### src/design/sdtr_pkg.sv
/*
  constants, register map and state encoding for the synchronous transfer
  negotiation controller (initiator side).
  assumes: a 25 MHz system clock; message bytes arrive already deserialised.
*/
package sdtr_pkg;
  // ==========================================================
  // timing
  localparam int CLK_PERIOD_NS  = 40;
  localparam int PERIOD_UNIT_NS = 4;
  // ==========================================================
  // message bytes
  localparam logic [7:0] MSG_EXT    = 8'h01;
  localparam logic [7:0] MSG_REJECT = 8'h07;
  localparam logic [7:0] LEN_SDTR   = 8'h03;
  localparam logic [7:0] CODE_SDTR  = 8'h01;
  localparam logic [7:0] LEN_XID    = 8'h02;
  localparam logic [7:0] CODE_XID   = 8'h02;
  localparam logic [7:0] OFS_ASYNC  = 8'h00;
  localparam logic [7:0] OFS_UNLIM  = 8'hFF;
  localparam logic [2:0] SDTR_LAST  = 3'h4;
  localparam logic [2:0] XID_LAST   = 3'h3;
  // ==========================================================
  // register map (word offsets) and fields
  localparam logic [3:0] ADDR_CTRL  = 4'h0;
  localparam logic [3:0] ADDR_CFG   = 4'h1;
  localparam logic [3:0] ADDR_SUB   = 4'h2;
  localparam logic [3:0] ADDR_STAT  = 4'h3;
  localparam logic [3:0] ADDR_AGREE = 4'h4;
  localparam int CTRL_NEG_BIT  = 0;
  localparam int CTRL_XID_BIT  = 1;
  localparam int CFG_OFS_LSB   = 0;
  localparam int CFG_PER_LSB   = 8;
  localparam int CFG_UNLIM_BIT = 16;
  localparam logic [16:0] CFG_RST = 17'h0_3208;
  localparam logic [7:0]  SUB_RST = 8'h00;
  // ==========================================================
  // negotiation sequencer
  typedef enum logic [1:0] {
    ST_IDLE = 2'b00,
    ST_ATN  = 2'b01,
    ST_SEND = 2'b10,
    ST_WAIT = 2'b11
  } neg_state_e;
endpackage

### src/design/msg_rx_if.sv
/*
  carrier between the controller and its incoming-message parser.
  assumes: one byte per rx_valid pulse, results are one-cycle strobes.
*/
`timescale 1ns/100ps
interface msg_rx_if;
  logic [7:0] rx_byte;
  logic       rx_valid;
  logic       sdtr_stb;
  logic [7:0] sdtr_per;
  logic [7:0] sdtr_ofs;
  logic       xid_stb;
  logic [7:0] xid_sub;
  logic       rej_stb;
  modport parser (input rx_byte, rx_valid, output sdtr_stb, sdtr_per, sdtr_ofs, xid_stb, xid_sub, rej_stb);
  modport ctrl   (output rx_byte, rx_valid, input sdtr_stb, sdtr_per, sdtr_ofs, xid_stb, xid_sub, rej_stb);
endinterface

### src/design/msg_parser.sv
/*
  parses incoming message bytes: extended messages (sync request, extended
  identify) and message reject.
  assumes: bytes of one message arrive in order, no other message interleaved.
*/
`timescale 1ns/100ps
module msg_parser
  import sdtr_pkg::*;
(
  input  wire logic  i_clk_sys,
  input  wire logic  i_rstn,
  input  wire logic  i_ce,
  input  wire logic  i_abort,
  msg_rx_if.parser   rx
);
  logic [8:0] cnt_q;
  logic [7:0] len_q;
  logic [7:0] code_q;
  logic [7:0] arg_q;

  // ==========================================================
  // decode
  wire       at_first = (cnt_q == 9'h000);
  wire [8:0] last_cnt = (len_q == 8'h00) ? 9'h101 : ({1'b0, len_q} + 9'h001);
  wire       in_args  = (cnt_q >= 9'h002);
  wire       last_arg = rx.rx_valid && in_args && (cnt_q == last_cnt);
  wire       is_sdtr  = (code_q == CODE_SDTR) && (len_q == LEN_SDTR);
  wire       is_xid   = (code_q == CODE_XID) && (len_q == LEN_XID);

  // ==========================================================
  // byte counter
  always_ff @(posedge i_clk_sys) begin
    if (!i_rstn) begin
      cnt_q  <= 9'h000;
      len_q  <= 8'h00;
      code_q <= 8'h00;
      arg_q  <= 8'h00;
    end else if (i_ce) begin
      if (i_abort || last_arg) begin
        cnt_q <= 9'h000;
      end else if (rx.rx_valid) begin
        if (at_first) begin
          cnt_q <= (rx.rx_byte == MSG_EXT) ? 9'h001 : 9'h000;
        end else begin
          cnt_q <= cnt_q + 9'h001;
        end
        if (cnt_q == 9'h001) len_q <= rx.rx_byte;
        if (cnt_q == 9'h002) code_q <= rx.rx_byte;
        if (cnt_q == 9'h003) arg_q <= rx.rx_byte;
      end
    end
  end

  // ==========================================================
  // result strobes, one cycle each
  always_ff @(posedge i_clk_sys) begin
    if (!i_rstn) begin
      rx.sdtr_stb <= 1'b0;
      rx.xid_stb  <= 1'b0;
      rx.rej_stb  <= 1'b0;
      rx.sdtr_per <= 8'h00;
      rx.sdtr_ofs <= 8'h00;
      rx.xid_sub  <= 8'h00;
    end else if (i_ce) begin
      rx.sdtr_stb <= last_arg && is_sdtr && !i_abort;
      rx.xid_stb  <= last_arg && is_xid && !i_abort;
      rx.rej_stb  <= rx.rx_valid && at_first && (rx.rx_byte == MSG_REJECT) && !i_abort;
      if (last_arg && is_sdtr) begin
        rx.sdtr_per <= arg_q;
        rx.sdtr_ofs <= rx.rx_byte;
      end
      if (last_arg && is_xid) rx.xid_sub <= rx.rx_byte;
    end
  end

  chk_sdtr_five_bytes : assert property (@(posedge i_clk_sys) disable iff (!i_rstn)
    (i_ce && last_arg && is_sdtr && !i_abort) |-> (cnt_q == 9'h004))
    else $error("sync request strobe not on its fifth byte");
endmodule

### src/design/sdtr_ctrl.sv
/*
  initiator-side synchronous transfer negotiation controller: asserts
  attention, sends sync requests and extended identify, answers a target's
  sync request, keeps one agreement per peer id and applies it at data start.
  assumes: bus phase logic outside reports selection, message-out phase,
  bus free, resets and delivers message bytes; registers on a plain port.
*/
// The register offsets and the address-and-strobe port were decided locally.
`timescale 1ns/100ps
module sdtr_ctrl
  import sdtr_pkg::*;
#(
  parameter int N_ID = 8,
  parameter int ID_W = 3
) (
  input  wire logic            i_clk_sys,
  input  wire logic            i_rstn,
  input  wire logic            i_ce,
  input  wire logic [3:0]      i_addr,
  input  wire logic [31:0]     i_wdata,
  input  wire logic            i_wr,
  input  wire logic            i_rd,
  output logic [31:0]          o_rdata,
  input  wire logic            i_sel_done,
  input  wire logic            i_sel_both_ids,
  input  wire logic [ID_W-1:0] i_peer_id,
  input  wire logic            i_bus_free,
  input  wire logic            i_hard_rst,
  input  wire logic            i_dev_rst_sent,
  input  wire logic            i_msg_out,
  input  wire logic            i_msg_ready,
  input  wire logic [7:0]      i_rx_byte,
  input  wire logic            i_rx_valid,
  input  wire logic            i_data_start,
  output logic                 o_atn,
  output logic [7:0]           o_msg_byte,
  output logic                 o_msg_valid,
  output logic [7:0]           o_sync_period,
  output logic [7:0]           o_sync_offset,
  output logic [7:0]           o_req_gap_cyc,
  output logic                 o_sync_en,
  output logic                 o_unlimited
);
  msg_rx_if rx ();

  neg_state_e      state_q;
  logic [2:0]      idx_q;
  logic            kind_xid_q;
  logic            reply_q;
  logic [7:0]      tx_per_q;
  logic [7:0]      tx_ofs_q;
  logic [16:0]     cfg_q;
  logic [7:0]      sub_q;
  logic [7:0]      rx_sub_q;
  logic            neg_req_q;
  logic            xid_req_q;
  logic [ID_W-1:0] peer_q;
  logic            sel_ok_q;
  logic [7:0]      tab_per_q [N_ID];
  logic [7:0]      tab_ofs_q [N_ID];
  logic [N_ID-1:0] talked_q;

  assign rx.rx_byte  = i_rx_byte;
  assign rx.rx_valid = i_rx_valid;

  msg_parser msg_parser_inst (
    .i_clk_sys (i_clk_sys),
    .i_rstn    (i_rstn),
    .i_ce      (i_ce),
    .i_abort   (i_bus_free),
    .rx        (rx.parser)
  );

  // ==========================================================
  // configuration fields and decode
  wire [7:0] my_ofs    = cfg_q[CFG_OFS_LSB +: 8];
  wire [7:0] my_per    = cfg_q[CFG_PER_LSB +: 8];
  wire       my_unlim  = cfg_q[CFG_UNLIM_BIT];
  wire       cur_talk  = talked_q[peer_q];
  wire [7:0] cur_per   = tab_per_q[peer_q];
  wire [7:0] cur_ofs   = tab_ofs_q[peer_q];
  wire       wr_ctrl   = i_wr && (i_addr == ADDR_CTRL);
  wire       start_neg = sel_ok_q && (!cur_talk || neg_req_q);
  wire       start_xid = sel_ok_q && xid_req_q && !start_neg;
  wire       beat      = o_msg_valid && i_msg_ready;
  wire       last_idx  = kind_xid_q ? (idx_q == XID_LAST) : (idx_q == SDTR_LAST);
  wire       send_done = (state_q == ST_SEND) && beat && last_idx;

  // target-started request: answer that is never beyond what it proposed
  wire [7:0] their_ofs = rx.sdtr_ofs;
  wire [7:0] their_per = rx.sdtr_per;
  wire [7:0] rep_per   = (my_per > their_per) ? my_per : their_per;
  wire       their_unl = (their_ofs == OFS_UNLIM);
  wire [7:0] rep_ofs_f = (my_ofs < their_ofs) ? my_ofs : their_ofs;
  wire [7:0] rep_ofs   = their_unl ? (my_unlim ? OFS_UNLIM : OFS_ASYNC) : rep_ofs_f;
  wire       tgt_req   = rx.sdtr_stb && (state_q != ST_WAIT) && sel_ok_q;

  // target answer to our request
  wire       rsp_fit   = (rx.sdtr_ofs <= tx_ofs_q) && (rx.sdtr_per >= tx_per_q);
  wire       wait_end  = (state_q == ST_WAIT) && (rx.sdtr_stb || rx.rej_stb);
  wire       adopt_en  = wait_end || (send_done && reply_q && !kind_xid_q);
  wire [7:0] adopt_ofs = !wait_end ? tx_ofs_q :
                         (rx.rej_stb || !rsp_fit) ? OFS_ASYNC : rx.sdtr_ofs;
  wire [7:0] adopt_per = !wait_end ? tx_per_q : (rx.rej_stb || !rsp_fit) ? 8'h00 : rx.sdtr_per;

  // period in 4 ns units to least cycles between req edges, rounded up
  wire [11:0] per_ns   = 12'(cur_per) * 12'(PERIOD_UNIT_NS);
  wire [11:0] gap_cyc  = (per_ns + 12'(CLK_PERIOD_NS - 1)) / 12'(CLK_PERIOD_NS);

  function automatic logic [7:0] msg_rom(input logic xid, input logic [2:0] i);
    logic [7:0] b;
    b = MSG_EXT;
    unique case (i)
      3'h1:    b = xid ? LEN_XID : LEN_SDTR;
      3'h2:    b = xid ? CODE_XID : CODE_SDTR;
      3'h3:    b = xid ? sub_q : tx_per_q;
      3'h4:    b = tx_ofs_q;
      default: b = MSG_EXT;
    endcase
    return b;
  endfunction

  // ==========================================================
  // registers
  always_ff @(posedge i_clk_sys) begin
    if (!i_rstn) begin
      cfg_q     <= CFG_RST;
      sub_q     <= SUB_RST;
      neg_req_q <= 1'b0;
      xid_req_q <= 1'b0;
      rx_sub_q  <= 8'h00;
    end else if (i_ce) begin
      if (i_wr && i_addr == ADDR_CFG) cfg_q <= i_wdata[16:0];
      if (i_wr && i_addr == ADDR_SUB) sub_q <= i_wdata[7:0];
      // a new request wins over the clear of the one being started
      if (wr_ctrl && i_wdata[CTRL_NEG_BIT]) neg_req_q <= 1'b1;
      else if (state_q == ST_IDLE && start_neg && !tgt_req && !i_bus_free && !i_hard_rst) neg_req_q <= 1'b0;
      if (wr_ctrl && i_wdata[CTRL_XID_BIT]) xid_req_q <= 1'b1;
      else if (state_q == ST_IDLE && start_xid && !tgt_req && !i_bus_free && !i_hard_rst) xid_req_q <= 1'b0;
      if (rx.xid_stb) rx_sub_q <= rx.xid_sub;
    end
  end

  always_ff @(posedge i_clk_sys) begin
    if (!i_rstn) begin
      o_rdata <= 32'h0000_0000;
    end else if (i_ce) begin
      o_rdata <= 32'h0000_0000;
      if (i_rd) begin
        unique case (i_addr)
          ADDR_CTRL:  o_rdata <= {30'h0000_0000, xid_req_q, neg_req_q};
          ADDR_CFG:   o_rdata <= {15'h0000, cfg_q};
          ADDR_SUB:   o_rdata <= {16'h0000, rx_sub_q, sub_q};
          ADDR_STAT:  o_rdata <= {24'h0000_00, state_q, cur_talk, sel_ok_q, 1'b0, 3'(peer_q)};
          ADDR_AGREE: o_rdata <= {16'h0000, cur_per, cur_ofs};
          default:    o_rdata <= 32'h0000_0000;
        endcase
      end
    end
  end

  // ==========================================================
  // selection tracking
  always_ff @(posedge i_clk_sys) begin
    if (!i_rstn) begin
      peer_q   <= '0;
      sel_ok_q <= 1'b0;
    end else if (i_ce) begin
      if (i_sel_done) begin
        peer_q   <= i_peer_id;
        sel_ok_q <= i_sel_both_ids;
      end else if (i_bus_free || i_hard_rst) begin
        sel_ok_q <= 1'b0;
      end
    end
  end

  // ==========================================================
  // per-peer agreement table
  for (genvar g = 0; g < N_ID; g++) begin : g_tab
    wire hit = (peer_q == ID_W'(g));
    always_ff @(posedge i_clk_sys) begin
      if (!i_rstn) begin
        tab_per_q[g] <= 8'h00;
        tab_ofs_q[g] <= OFS_ASYNC;
        talked_q[g]  <= 1'b0;
      end else if (i_ce) begin
        if (i_hard_rst || (i_dev_rst_sent && hit)) begin
          tab_per_q[g] <= 8'h00;
          tab_ofs_q[g] <= OFS_ASYNC;
          talked_q[g]  <= 1'b0;
        end else if (adopt_en && hit) begin
          tab_per_q[g] <= adopt_per;
          tab_ofs_q[g] <= adopt_ofs;
          talked_q[g]  <= 1'b1;
        end
      end
    end
  end

  // ==========================================================
  // negotiation sequencer
  always_ff @(posedge i_clk_sys) begin
    if (!i_rstn) begin
      state_q     <= ST_IDLE;
      idx_q       <= 3'h0;
      kind_xid_q  <= 1'b0;
      reply_q     <= 1'b0;
      tx_per_q    <= 8'h00;
      tx_ofs_q    <= 8'h00;
      o_atn       <= 1'b0;
      o_msg_valid <= 1'b0;
      o_msg_byte  <= 8'h00;
    end else if (i_ce) begin
      if (i_bus_free || i_hard_rst) begin
        state_q     <= ST_IDLE;
        o_atn       <= 1'b0;
        o_msg_valid <= 1'b0;
      end else begin
        unique case (state_q)
          ST_IDLE: begin
            if (tgt_req) begin
              reply_q    <= 1'b1;
              kind_xid_q <= 1'b0;
              tx_per_q   <= rep_per;
              tx_ofs_q   <= rep_ofs;
              o_atn      <= 1'b1;
              state_q    <= ST_ATN;
            end else if (start_neg || start_xid) begin
              reply_q    <= 1'b0;
              kind_xid_q <= start_xid;
              tx_per_q   <= my_per;
              tx_ofs_q   <= my_ofs;
              o_atn      <= 1'b1;
              state_q    <= ST_ATN;
            end
          end
          ST_ATN: begin
            // message bytes only once the target has entered message-out
            if (i_msg_out) begin
              idx_q       <= 3'h0;
              o_msg_byte  <= msg_rom(kind_xid_q, 3'h0);
              o_msg_valid <= 1'b1;
              state_q     <= ST_SEND;
            end
          end
          ST_SEND: begin
            if (beat) begin
              idx_q      <= idx_q + 3'h1;
              o_msg_byte <= msg_rom(kind_xid_q, idx_q + 3'h1);
              if (last_idx) begin
                o_msg_valid <= 1'b0;
                o_atn       <= 1'b0;
                state_q     <= (kind_xid_q || reply_q) ? ST_IDLE : ST_WAIT;
              end
            end
          end
          ST_WAIT: begin
            if (wait_end) state_q <= ST_IDLE;
          end
        endcase
      end
    end
  end

  // ==========================================================
  // agreement applied when a data phase with the peer begins
  always_ff @(posedge i_clk_sys) begin
    if (!i_rstn) begin
      o_sync_period <= 8'h00;
      o_sync_offset <= OFS_ASYNC;
      o_req_gap_cyc <= 8'h00;
      o_sync_en     <= 1'b0;
      o_unlimited   <= 1'b0;
    end else if (i_ce && i_data_start) begin
      o_sync_period <= cur_per;
      o_sync_offset <= cur_ofs;
      o_req_gap_cyc <= gap_cyc[7:0];
      o_sync_en     <= (cur_ofs != OFS_ASYNC);
      o_unlimited   <= (cur_ofs == OFS_UNLIM);
    end
  end

  // ==========================================================
  // checks
  chk_reject_goes_async : assert property (@(posedge i_clk_sys) disable iff (!i_rstn)
    (i_ce && state_q == ST_WAIT && rx.rej_stb && !i_hard_rst && !i_dev_rst_sent && !i_bus_free)
      |=> (tab_ofs_q[$past(peer_q)] == OFS_ASYNC) && talked_q[$past(peer_q)])
    else $error("reject did not give asynchronous agreement");

  chk_fit_answer_adopt : assert property (@(posedge i_clk_sys) disable iff (!i_rstn)
    (i_ce && state_q == ST_WAIT && rx.sdtr_stb && rsp_fit && !i_hard_rst && !i_dev_rst_sent && !i_bus_free)
      |=> (tab_ofs_q[$past(peer_q)] == $past(rx.sdtr_ofs)) && (tab_per_q[$past(peer_q)] == $past(rx.sdtr_per)))
    else $error("fitting target answer not adopted");

  chk_hard_reset_async : assert property (@(posedge i_clk_sys) disable iff (!i_rstn)
    (i_ce && i_hard_rst) |=> (talked_q == '0) && (tab_ofs_q[0] == OFS_ASYNC) && (state_q == ST_IDLE))
    else $error("hard reset left an agreement standing");

  chk_attention_needs_sel : assert property (@(posedge i_clk_sys) disable iff (!i_rstn)
    $rose(o_atn) |-> $past(sel_ok_q))
    else $error("attention raised without a full selection");

  chk_atn_before_bytes : assert property (@(posedge i_clk_sys) disable iff (!i_rstn)
    $rose(o_msg_valid) |-> o_atn && $past(o_atn) && (o_msg_byte == MSG_EXT))
    else $error("message bytes started without attention");

  chk_request_layout : assert property (@(posedge i_clk_sys) disable iff (!i_rstn)
    (o_msg_valid && !kind_xid_q && idx_q == 3'h1) |-> ((o_msg_byte == LEN_SDTR) and
      ((i_ce && i_msg_ready && !i_bus_free && !i_hard_rst) |=> (o_msg_byte == CODE_SDTR))))
    else $error("sync request header bytes wrong");

  chk_xid_layout : assert property (@(posedge i_clk_sys) disable iff (!i_rstn)
    (o_msg_valid && kind_xid_q && idx_q == XID_LAST) |-> (o_msg_byte == sub_q))
    else $error("extended identify sub-unit byte wrong");

  chk_reply_within : assert property (@(posedge i_clk_sys) disable iff (!i_rstn)
    (i_ce && state_q == ST_IDLE && tgt_req && !i_bus_free && !i_hard_rst)
      |=> reply_q && (tx_per_q >= $past(their_per)) && ((tx_ofs_q <= $past(their_ofs)) || tx_ofs_q == OFS_ASYNC))
    else $error("reply goes beyond the target proposal");

  chk_keep_agreement : assert property (@(posedge i_clk_sys) disable iff (!i_rstn)
    (!i_hard_rst && !i_dev_rst_sent && !adopt_en) |=> (tab_ofs_q[$past(peer_q)] == $past(cur_ofs)))
    else $error("agreement changed without reset or renegotiation");
endmodule

### config.mk
export PLATFORM = sky130hd
export DESIGN_NAME = sdtr_ctrl
export DESIGN_NICKNAME = d
export VERILOG_FILES = /design/src/design/sdtr_pkg.sv /design/src/design/msg_rx_if.sv /design/src/design/msg_parser.sv /design/src/design/sdtr_ctrl.sv
export SDC_FILE = /design/constraint.sdc
export NUM_CORES = 1
export LEC_CHECK = 0
export ABC_AREA = 1
export BUFFER_PORTS_ARGS = -buffer_cell sky130_fd_sc_hd__buf_2
export CAP_MARGIN = 40
export CORE_MARGIN = 2
export CORE_UTILIZATION = 55
export DETAILED_ROUTE_END_ITERATION = 6
export PLACE_DENSITY_LB_ADDON = 0.12
export SLEW_MARGIN = 5
export SYNTH_ARGS = -nofsm -noshare
export SYNTH_HDL_FRONTEND = slang
export SYNTH_HIERARCHICAL = 1
export SYNTH_SLANG_ARGS = --single-unit
### constraint.sdc
create_clock -name i_clk_sys -period 3.8 [get_ports i_clk_sys]
set_input_delay 0.38 -clock i_clk_sys [delete_from_list [all_inputs] [get_ports i_clk_sys]]
set_output_delay 0.38 -clock i_clk_sys [all_outputs]
set_load 0.02 [all_outputs]
==> results of run 1 <==
-- metal layers --
metal / global-route usage (%) / up-vias
li1: - / 7362
met1: 40.0 / 6925
met2: 49.8 / 554
met3: 3.48 / 110
met4: 10.4 / 2
met5: 0 / -
-- repair_timing --
item | in CTS | in global routing
endpoints found under the setup margin | 0 | 4
endpoints found under the hold margin | 0 | 0
resized for setup | 0 | 43
setup buffers | 0 | 16
-- power groups by stage --
stage | Combinational [uW] | Sequential [uW] | Clock, uW
floorplan | 835 | 3720 | 0
global placement | 1170 | 3710 | 0
detailed placement | 1190 | 3710 | 0
CTS | 1200 | 3640 | 3490
global route | 1480 | 3650 | 3630
finish | 1340 | 3640 | 3460
-- layout make-up --
| cell class | instances | area share (%) |
|---|---|---|
| clock inverter | 18 | 1.21 |
| clock buffer | 42 | 4.94 |
| timing repair buffer | 166 | 6.15 |
| timing repair inverter | 1 | 0.0464 |
| multi-input combinational | 1499 | 39.7 |
| sequential | 312 | 39.9 |
| tap | 390 | 2.59 |
| inverter | 270 | 5.46 |
-- cells in the mapped netlist (2+ instances only) --
| master | n | area share (%) |
|---|---|---|
| nor2_1 | 350 | 8.0 |
| buf_6 | 7 | 0.48 |
| nand3_1 | 94 | 2.9 |
| nor4_1 | 6 | 0.23 |
| clkbuf_1 | 68 | 1.6 |
| a31oi_1 | 3 | 0.11 |
| nand2_4 | 9 | 0.62 |
| nor2_4 | 3 | 0.21 |
| inv_2 | 11 | 0.25 |
| clkinv_1 | 4 | 0.091 |
| nand4_1 | 32 | 1.2 |
| ha_1 | 49 | 3.7 |
| a211oi_1 | 6 | 0.27 |
| nand2_1 | 404 | 9.2 |
| nand4_4 | 3 | 0.39 |
| a221oi_1 | 3 | 0.16 |
| edfxtp_1 | 128 | 23 |
| buf_8 | 2 | 0.18 |
| o22ai_1 | 28 | 1.1 |
| buf_4 | 20 | 0.91 |
| o221ai_1 | 10 | 0.53 |
| xnor2_1 | 2 | 0.11 |
| o21a_1 | 6 | 0.27 |
| nor2_2 | 4 | 0.15 |
| buf_2 | 11 | 0.33 |
| nand3_2 | 6 | 0.37 |
| dfxtp_1 | 184 | 22 |
| nor3_1 | 43 | 1.3 |
| a21oi_1 | 139 | 4.2 |
| o21ai_0 | 223 | 6.8 |
| o211ai_1 | 12 | 0.55 |
| o21ai_1 | 6 | 0.18 |
| inv_1 | 254 | 5.8 |
| xor2_1 | 10 | 0.53 |
| nand2_2 | 19 | 0.72 |
-- cells by family after synthesis --
kind of cell | count (synthesis) | synth area share (%)
compound gates | 443 | 14.5
xor+xnor | 12 | 0.639
fa+ha+maj | 49 | 3.73
buf+inv | 381 | 9.84
flops | 312 | 45.8
other cells | 1 | 0.0228
simple gates | 978 | 25.5
-- worst min path at each step --
stage	startpoint	end	cells past startpoint	slack, ns
after floorplan	rx_sub_q[7]	rx_sub_q[7]	2	0.43
after global placement	o_msg_byte[6]	o_msg_byte[6]	2	0.45
after detailed placement	o_rdata[9]	o_rdata[9]	2	0.46
after CTS	i_wdata[13]	cfg_q[13]	3	0.08
after global routing	i_wdata[16]	cfg_q[16]	3	0.11
final	i_wdata[13]	cfg_q[13]	3	0.09
-- registers in the layout (all words and copies together), names as in the netlist, 9 cells and up, named ones only --
name	flops
tab_ofs_q	64
tab_per_q	64
cfg_q	17
o_rdata	17
msg_parser_inst/cnt_q	9
-- critical path: cells and delay by family, from the launching register on --
kind,cells,cell delay (ns)
and+or+nand+nor,25,2.23
buffers and inverters,5,0.50
DFF,1,0.44
AOI/OAI and AO/OA,2,0.24
-- stage by stage --
stage | total power [uW] | TNS [ns] | hold WS, ns
6_report | 8440 | 0 | 0.0875
5_1_grt | 8750 | -0.0974 | 0.106
4_1_cts | 8320 | 0 | 0.0804
3_5_place_dp | 4900 | 0 | 0.455
3_3_place_gp | 4880 | 0 | 0.451
2_1_floorplan | 4560 | 0 | 0.430
==> impl_results.md, run 1 <==
* Fillers at 2,666
* Syn avg cell area at 7.56 sq um
* Sw Share at 27.7%
* Global Route Usage Sum at 29.8%
* Final core occ at 63.8%
* Commonest cells after routing, fill and taps aside: nand2_1, nor2_1, inv_1, o21ai_0, dfxtp_1
* P_sw at 2340 uW
* Commonest non-fill, non-tap cell in the layout: nand2_1
* Max stage delay cell, worst path: dfxtp_4
* Pins Over Slew Limit at 0
* Final #Nets at 2,394
* Pwr dens at 447 nW/um^2
* Worst slew pin tran at between 0.9 and 1 ns
* Asr flop ratio synth at 0%
* HPWL reported at the end of detailed placement at 32.1 mm
* Vias per cell at 5.54
* Register share of total power at 43.1%
* Initial antenna violation count at 1
* Wl on met1 at about 20 mm
* Post-synth EDFFs at 128
* # setup viols final at 0
* Synth-to-layout area growth at 14.7%
* Crit Path Category: flop to flop
* Slew headroom at 37.5%
* Combinational group share of total power at 15.9%
* Combined area of the multi-input logic cells at 7480 sq um
* Crit path DAT at 3.91 ns
* WL met3 at 3.33 mm
* Worst Path Required at between 4 and 5 ns
* Clk_skew at 0.0229 ns
* Top sig layer: met5
* CTS hold repair buffers at 0
* Initial drt markers at between 1,000 and 1,500
* Endpoint class of the critical path: flop
* Post-route setup slack at 0.264 ns
* Dpl cells at 2,616
* DRC violations left at 0
* Reg2reg setup slack at between 0.2 and 0.3 ns
* # rows at 63
* Setup WS pre-CTS at 0.0962 ns
* Post-synth top flop: dfxtp_1
* GRT overflow at 0
* DRT Pass-1 Iters at 5
* GP Congestion at 0.911
* Worst vdd ir at about 0.00032 V
* Fmax at 0.283 GHz
* RR Endpoint: o_req_gap_cyc[1]
* CTS root buf: clkbuf_16
* Maxcap violations at 0
* Final cell count without fillers at roughly 2,700
* Total wire length at 47.6 mm
* I/O Pins at 129
* Final Hold Viols at 0
* Syn Std Cell Area at between 15,000 and 20,000 sq um
* Layout cell share with drive strength beyond 1 at about an eighth
* Register clock-pin slew on the reported worst setup and hold paths at 0.06 ns
* DP Area at 17,300 sq um
* CTS H-tree lvls at 2
* Sequential area share after synthesis at 45.8%
* Clock sinks at 312
* Outcome: complete, no violations
* First-pass GRT wire length at 73.4 mm
* Pin count of the biggest net entering global routing at 67
* Fin crit period at 3.54 ns
* Critical path's largest stage delay at around 0.44 ns
* Antenna Nets Post-Route at 0
* Max Buffers Root-to-Sink at 3
* Crit path capture: o_req_gap_cyc[1]
* Via count at 15,000
* DR WL/cell at 17.6 um
* Netlist cell types at 52
* Die area at between 30,000 and 40,000 sq um
* Vias in the first global route at 13,900
* Initial Utilization at ~56%
* Yosys reg bits at 312
* Skew-Pair Late Insertion Delay at between 0.5 and 0.6 ns
* Synth Instances at 2,176
* Die W at 177 um
* Period utilisation layout at 93.1%
* Cts bufs inserted at 34
* Worst reg2reg path depth at 32
* Reg area at between 7000 and 8000 sq um
* Antenna cells at 0
* Crit start category: flop
* TritonCTS clock tree: done
* Design Area, Final at ~19,000 sq um
* Internal power at 6100 uW
* Worst Path Max Fanout at 7
* Placeable Area at between 20,000 and 30,000 sq um
* Hold Path Class: primary input to flop
* YS warnings at 6
* Pleak at 0.00799 uW
* DR WL met2 at 22.7 mm
* Die height at 177 um
* Number of port buffers at 96
* Clock power share at 40.9%
Power figures use the tool's default switching activity.
==> run 2, diff against run 1 <==
CELL_PAD_IN_SITES_DETAIL_PLACEMENT = 1   (was default)
CELL_PAD_IN_SITES_GLOBAL_PLACEMENT = 1   (was default)
CORE_UTILIZATION = 45   (was 55)
==> impl_results.md, run 2 (synthesized netlist as in run 1, its figures left out) <==
* GRT overflow at 0
* Crit Path Category: flop to flop
* Fmax at around 0.26 GHz
* Worst Path Required at between 4 and 5 ns
* Register share of total power at roughly two fifths
* Outcome: finished with violations
* Internal power at between 6000 and 7000 uW
* P_sw at 2500 uW
* Clock power share at 40.8%
* Cts bufs inserted at 36
* DR WL/cell at 19.8 um
* Cell family with most CP delay: simple AND/OR/NAND/NOR gates
* Via count at 15,300
* Commonest non-fill, non-tap cell in the layout: nand2_1
* Crit start category: flop
* CP most frequent cell: nand2_1
* Global Route Usage Sum at 27.9%
* WP depth at 33
* First-pass GRT wire length at about 84 mm
* Crit path capture: o_req_gap_cyc[0]
* Critical path's largest stage delay at 0.40 ns
* Commonest cells after routing, fill and taps aside: nand2_1, nor2_1, inv_1, o21ai_0, dfxtp_1
* Final core occ at 52.8%
* Layout cell share with drive strength beyond 1 at 14.2%
* Clk_skew at between 0.015 and 0.02 ns
* Die height at 195 um
* Combinational group share of total power at 17.7%
* Clock sinks at 312
* Slew headroom at a little under two fifths
* Worst vdd ir at 0.000290 V
* DRC violations left at 0
* Failing checks: negative setup slack
* # setup viols final at 1
* # rows at 70
* CTS hold repair buffers at 0
* Placeable Area at ~36,000 sq um
* Die area at 38,100 sq um
* Crit path DAT at 4.20 ns
* Largest regs: tab_ofs_q x64, tab_per_q x64
* RR Endpoint: o_req_gap_cyc[0]
* CTS root buf: clkbuf_16
* Total wire length at 55.3 mm
* Pins Over Slew Limit at 0
* Fillers at 4,499
* Post-route setup slack at -0.00357 ns
* Final #Nets at 2,407
* I/O Pins at 129
* HPWL reported at the end of detailed placement at 38.3 mm
* Final Hold Viols at 0
* Vias in the first global route at 15,400
* Skew-Pair Late Insertion Delay at 0.52 ns
* Reg2reg setup slack at -0.004 ns
* Max Buffers Root-to-Sink at 3
* CTS H-tree lvls at 2
* Register clock-pin slew on the reported worst setup and hold paths at approximately 0.06 ns
* Antenna cells at 0
* Initial antenna violation count at 1
* Number of port buffers at 96
* Worst Path Max Fanout at 13
* Hold Path Class: primary input to flop
* Fin crit period at roughly 3.8 ns
* GP Congestion at 0.910
* DRT Pass-1 Iters at 5
* Die W at a little under 200 um
* Synth-to-layout area growth at 16.6%
* Worst slew pin tran at 0.924 ns
* Bufs and invs on worst path at 6
* Initial drt markers at 900
* Post-route total power at a little under 9000 uW
* RSZ-0062 raised after global routing: true
* Vias per cell at 5.48
* TritonCTS clock tree: done
* Initial Utilization at 45.3%
* Pin count of the biggest net entering global routing at 55
* Pleak at 0.00811 uW
* Max stage delay cell, worst path: dfxtp_4
* Maxcap violations at 0
* Endpoint class of the critical path: flop
* Worst reg2reg path depth at 33
* Pwr dens at 458 nW/um^2
* Period utilisation layout at 100%
* Antenna Nets Post-Route at 0
* Sw Share at 28.5%
run 2: worst min-delay path by stage:
stage | start | endpoint | slack [ns] | cells after the start
6_report | i_wdata[16] | cfg_q[16] | 0.09 | 3
4_1_cts | i_wdata[16] | cfg_q[16] | 0.09 | 3
2_1_floorplan | rx_sub_q[7] | rx_sub_q[7] | 0.43 | 2
5_1_grt | i_wdata[13] | cfg_q[13] | 0.11 | 3
3_5_place_dp | o_rdata[10] | o_rdata[10] | 0.46 | 2
3_3_place_gp | o_rdata[9] | o_rdata[9] | 0.45 | 2
run 2: repair_timing:
action                                  CTS  global route
endpoints found under the setup margin    2             4
resized for setup                         3            82
pin swaps                                 0            35
buffers inserted                          1            26
endpoints found under the hold margin     0             0
cloned                                    0             3
run 2: worst min-delay path: stages:
cell    delay, ns
buf_2        0.08
nor2_1       0.03
nor2_1       0.08
run 2: final cells by class:
class,count,area [sq um],area share [%]
Inverter,270,1030,5.37
Timing Repair Buffer,177,1200,6.26
Multi-Input combinational cell,1499,7620,39.7
Clock inverter,11,156,0.815
Clock buffer,51,1050,5.47
Timing Repair inverter,1,8.76,0.0456
Tap cell,468,586,3.05
Sequential cell,312,7530,39.3
run 2: per-layer routing:
layer	vias up	track usage (%)	part of all wire, %
li1	7375	-	-
met1	7499	34.9	42
met4	0	7.75	3.2
met5	-	0	0
met2	319	51.1	51
met3	103	2.95	4.4
run 2: metrics by stage:
step	setup TNS (ns)	worst slack [ns]	cells	instance area, sq um	hold slack, ns
3_5_place_dp	-0.111	-0.102	2697	17400	0.457
6_report	-0.00357	-0.00357	2789	19200	0.0925
2_1_floorplan	0	0.615	2192	16500	0.430
3_3_place_gp	0	0.134	2694	17400	0.454
4_1_cts	0	0.0173	2760	18600	0.0851
5_1_grt	-0.368	-0.203	2789	19200	0.115
run 2: power groups by stage:
stage | registers [uW] | logic, uW | clock network [uW]
after floorplan | 3720 | 835 | 0
after global placement | 3710 | 1190 | 0
after detailed placement | 3720 | 1240 | 0
after CTS | 3650 | 1250 | 3620
after global routing | 3650 | 1680 | 3750
final | 3650 | 1550 | 3580
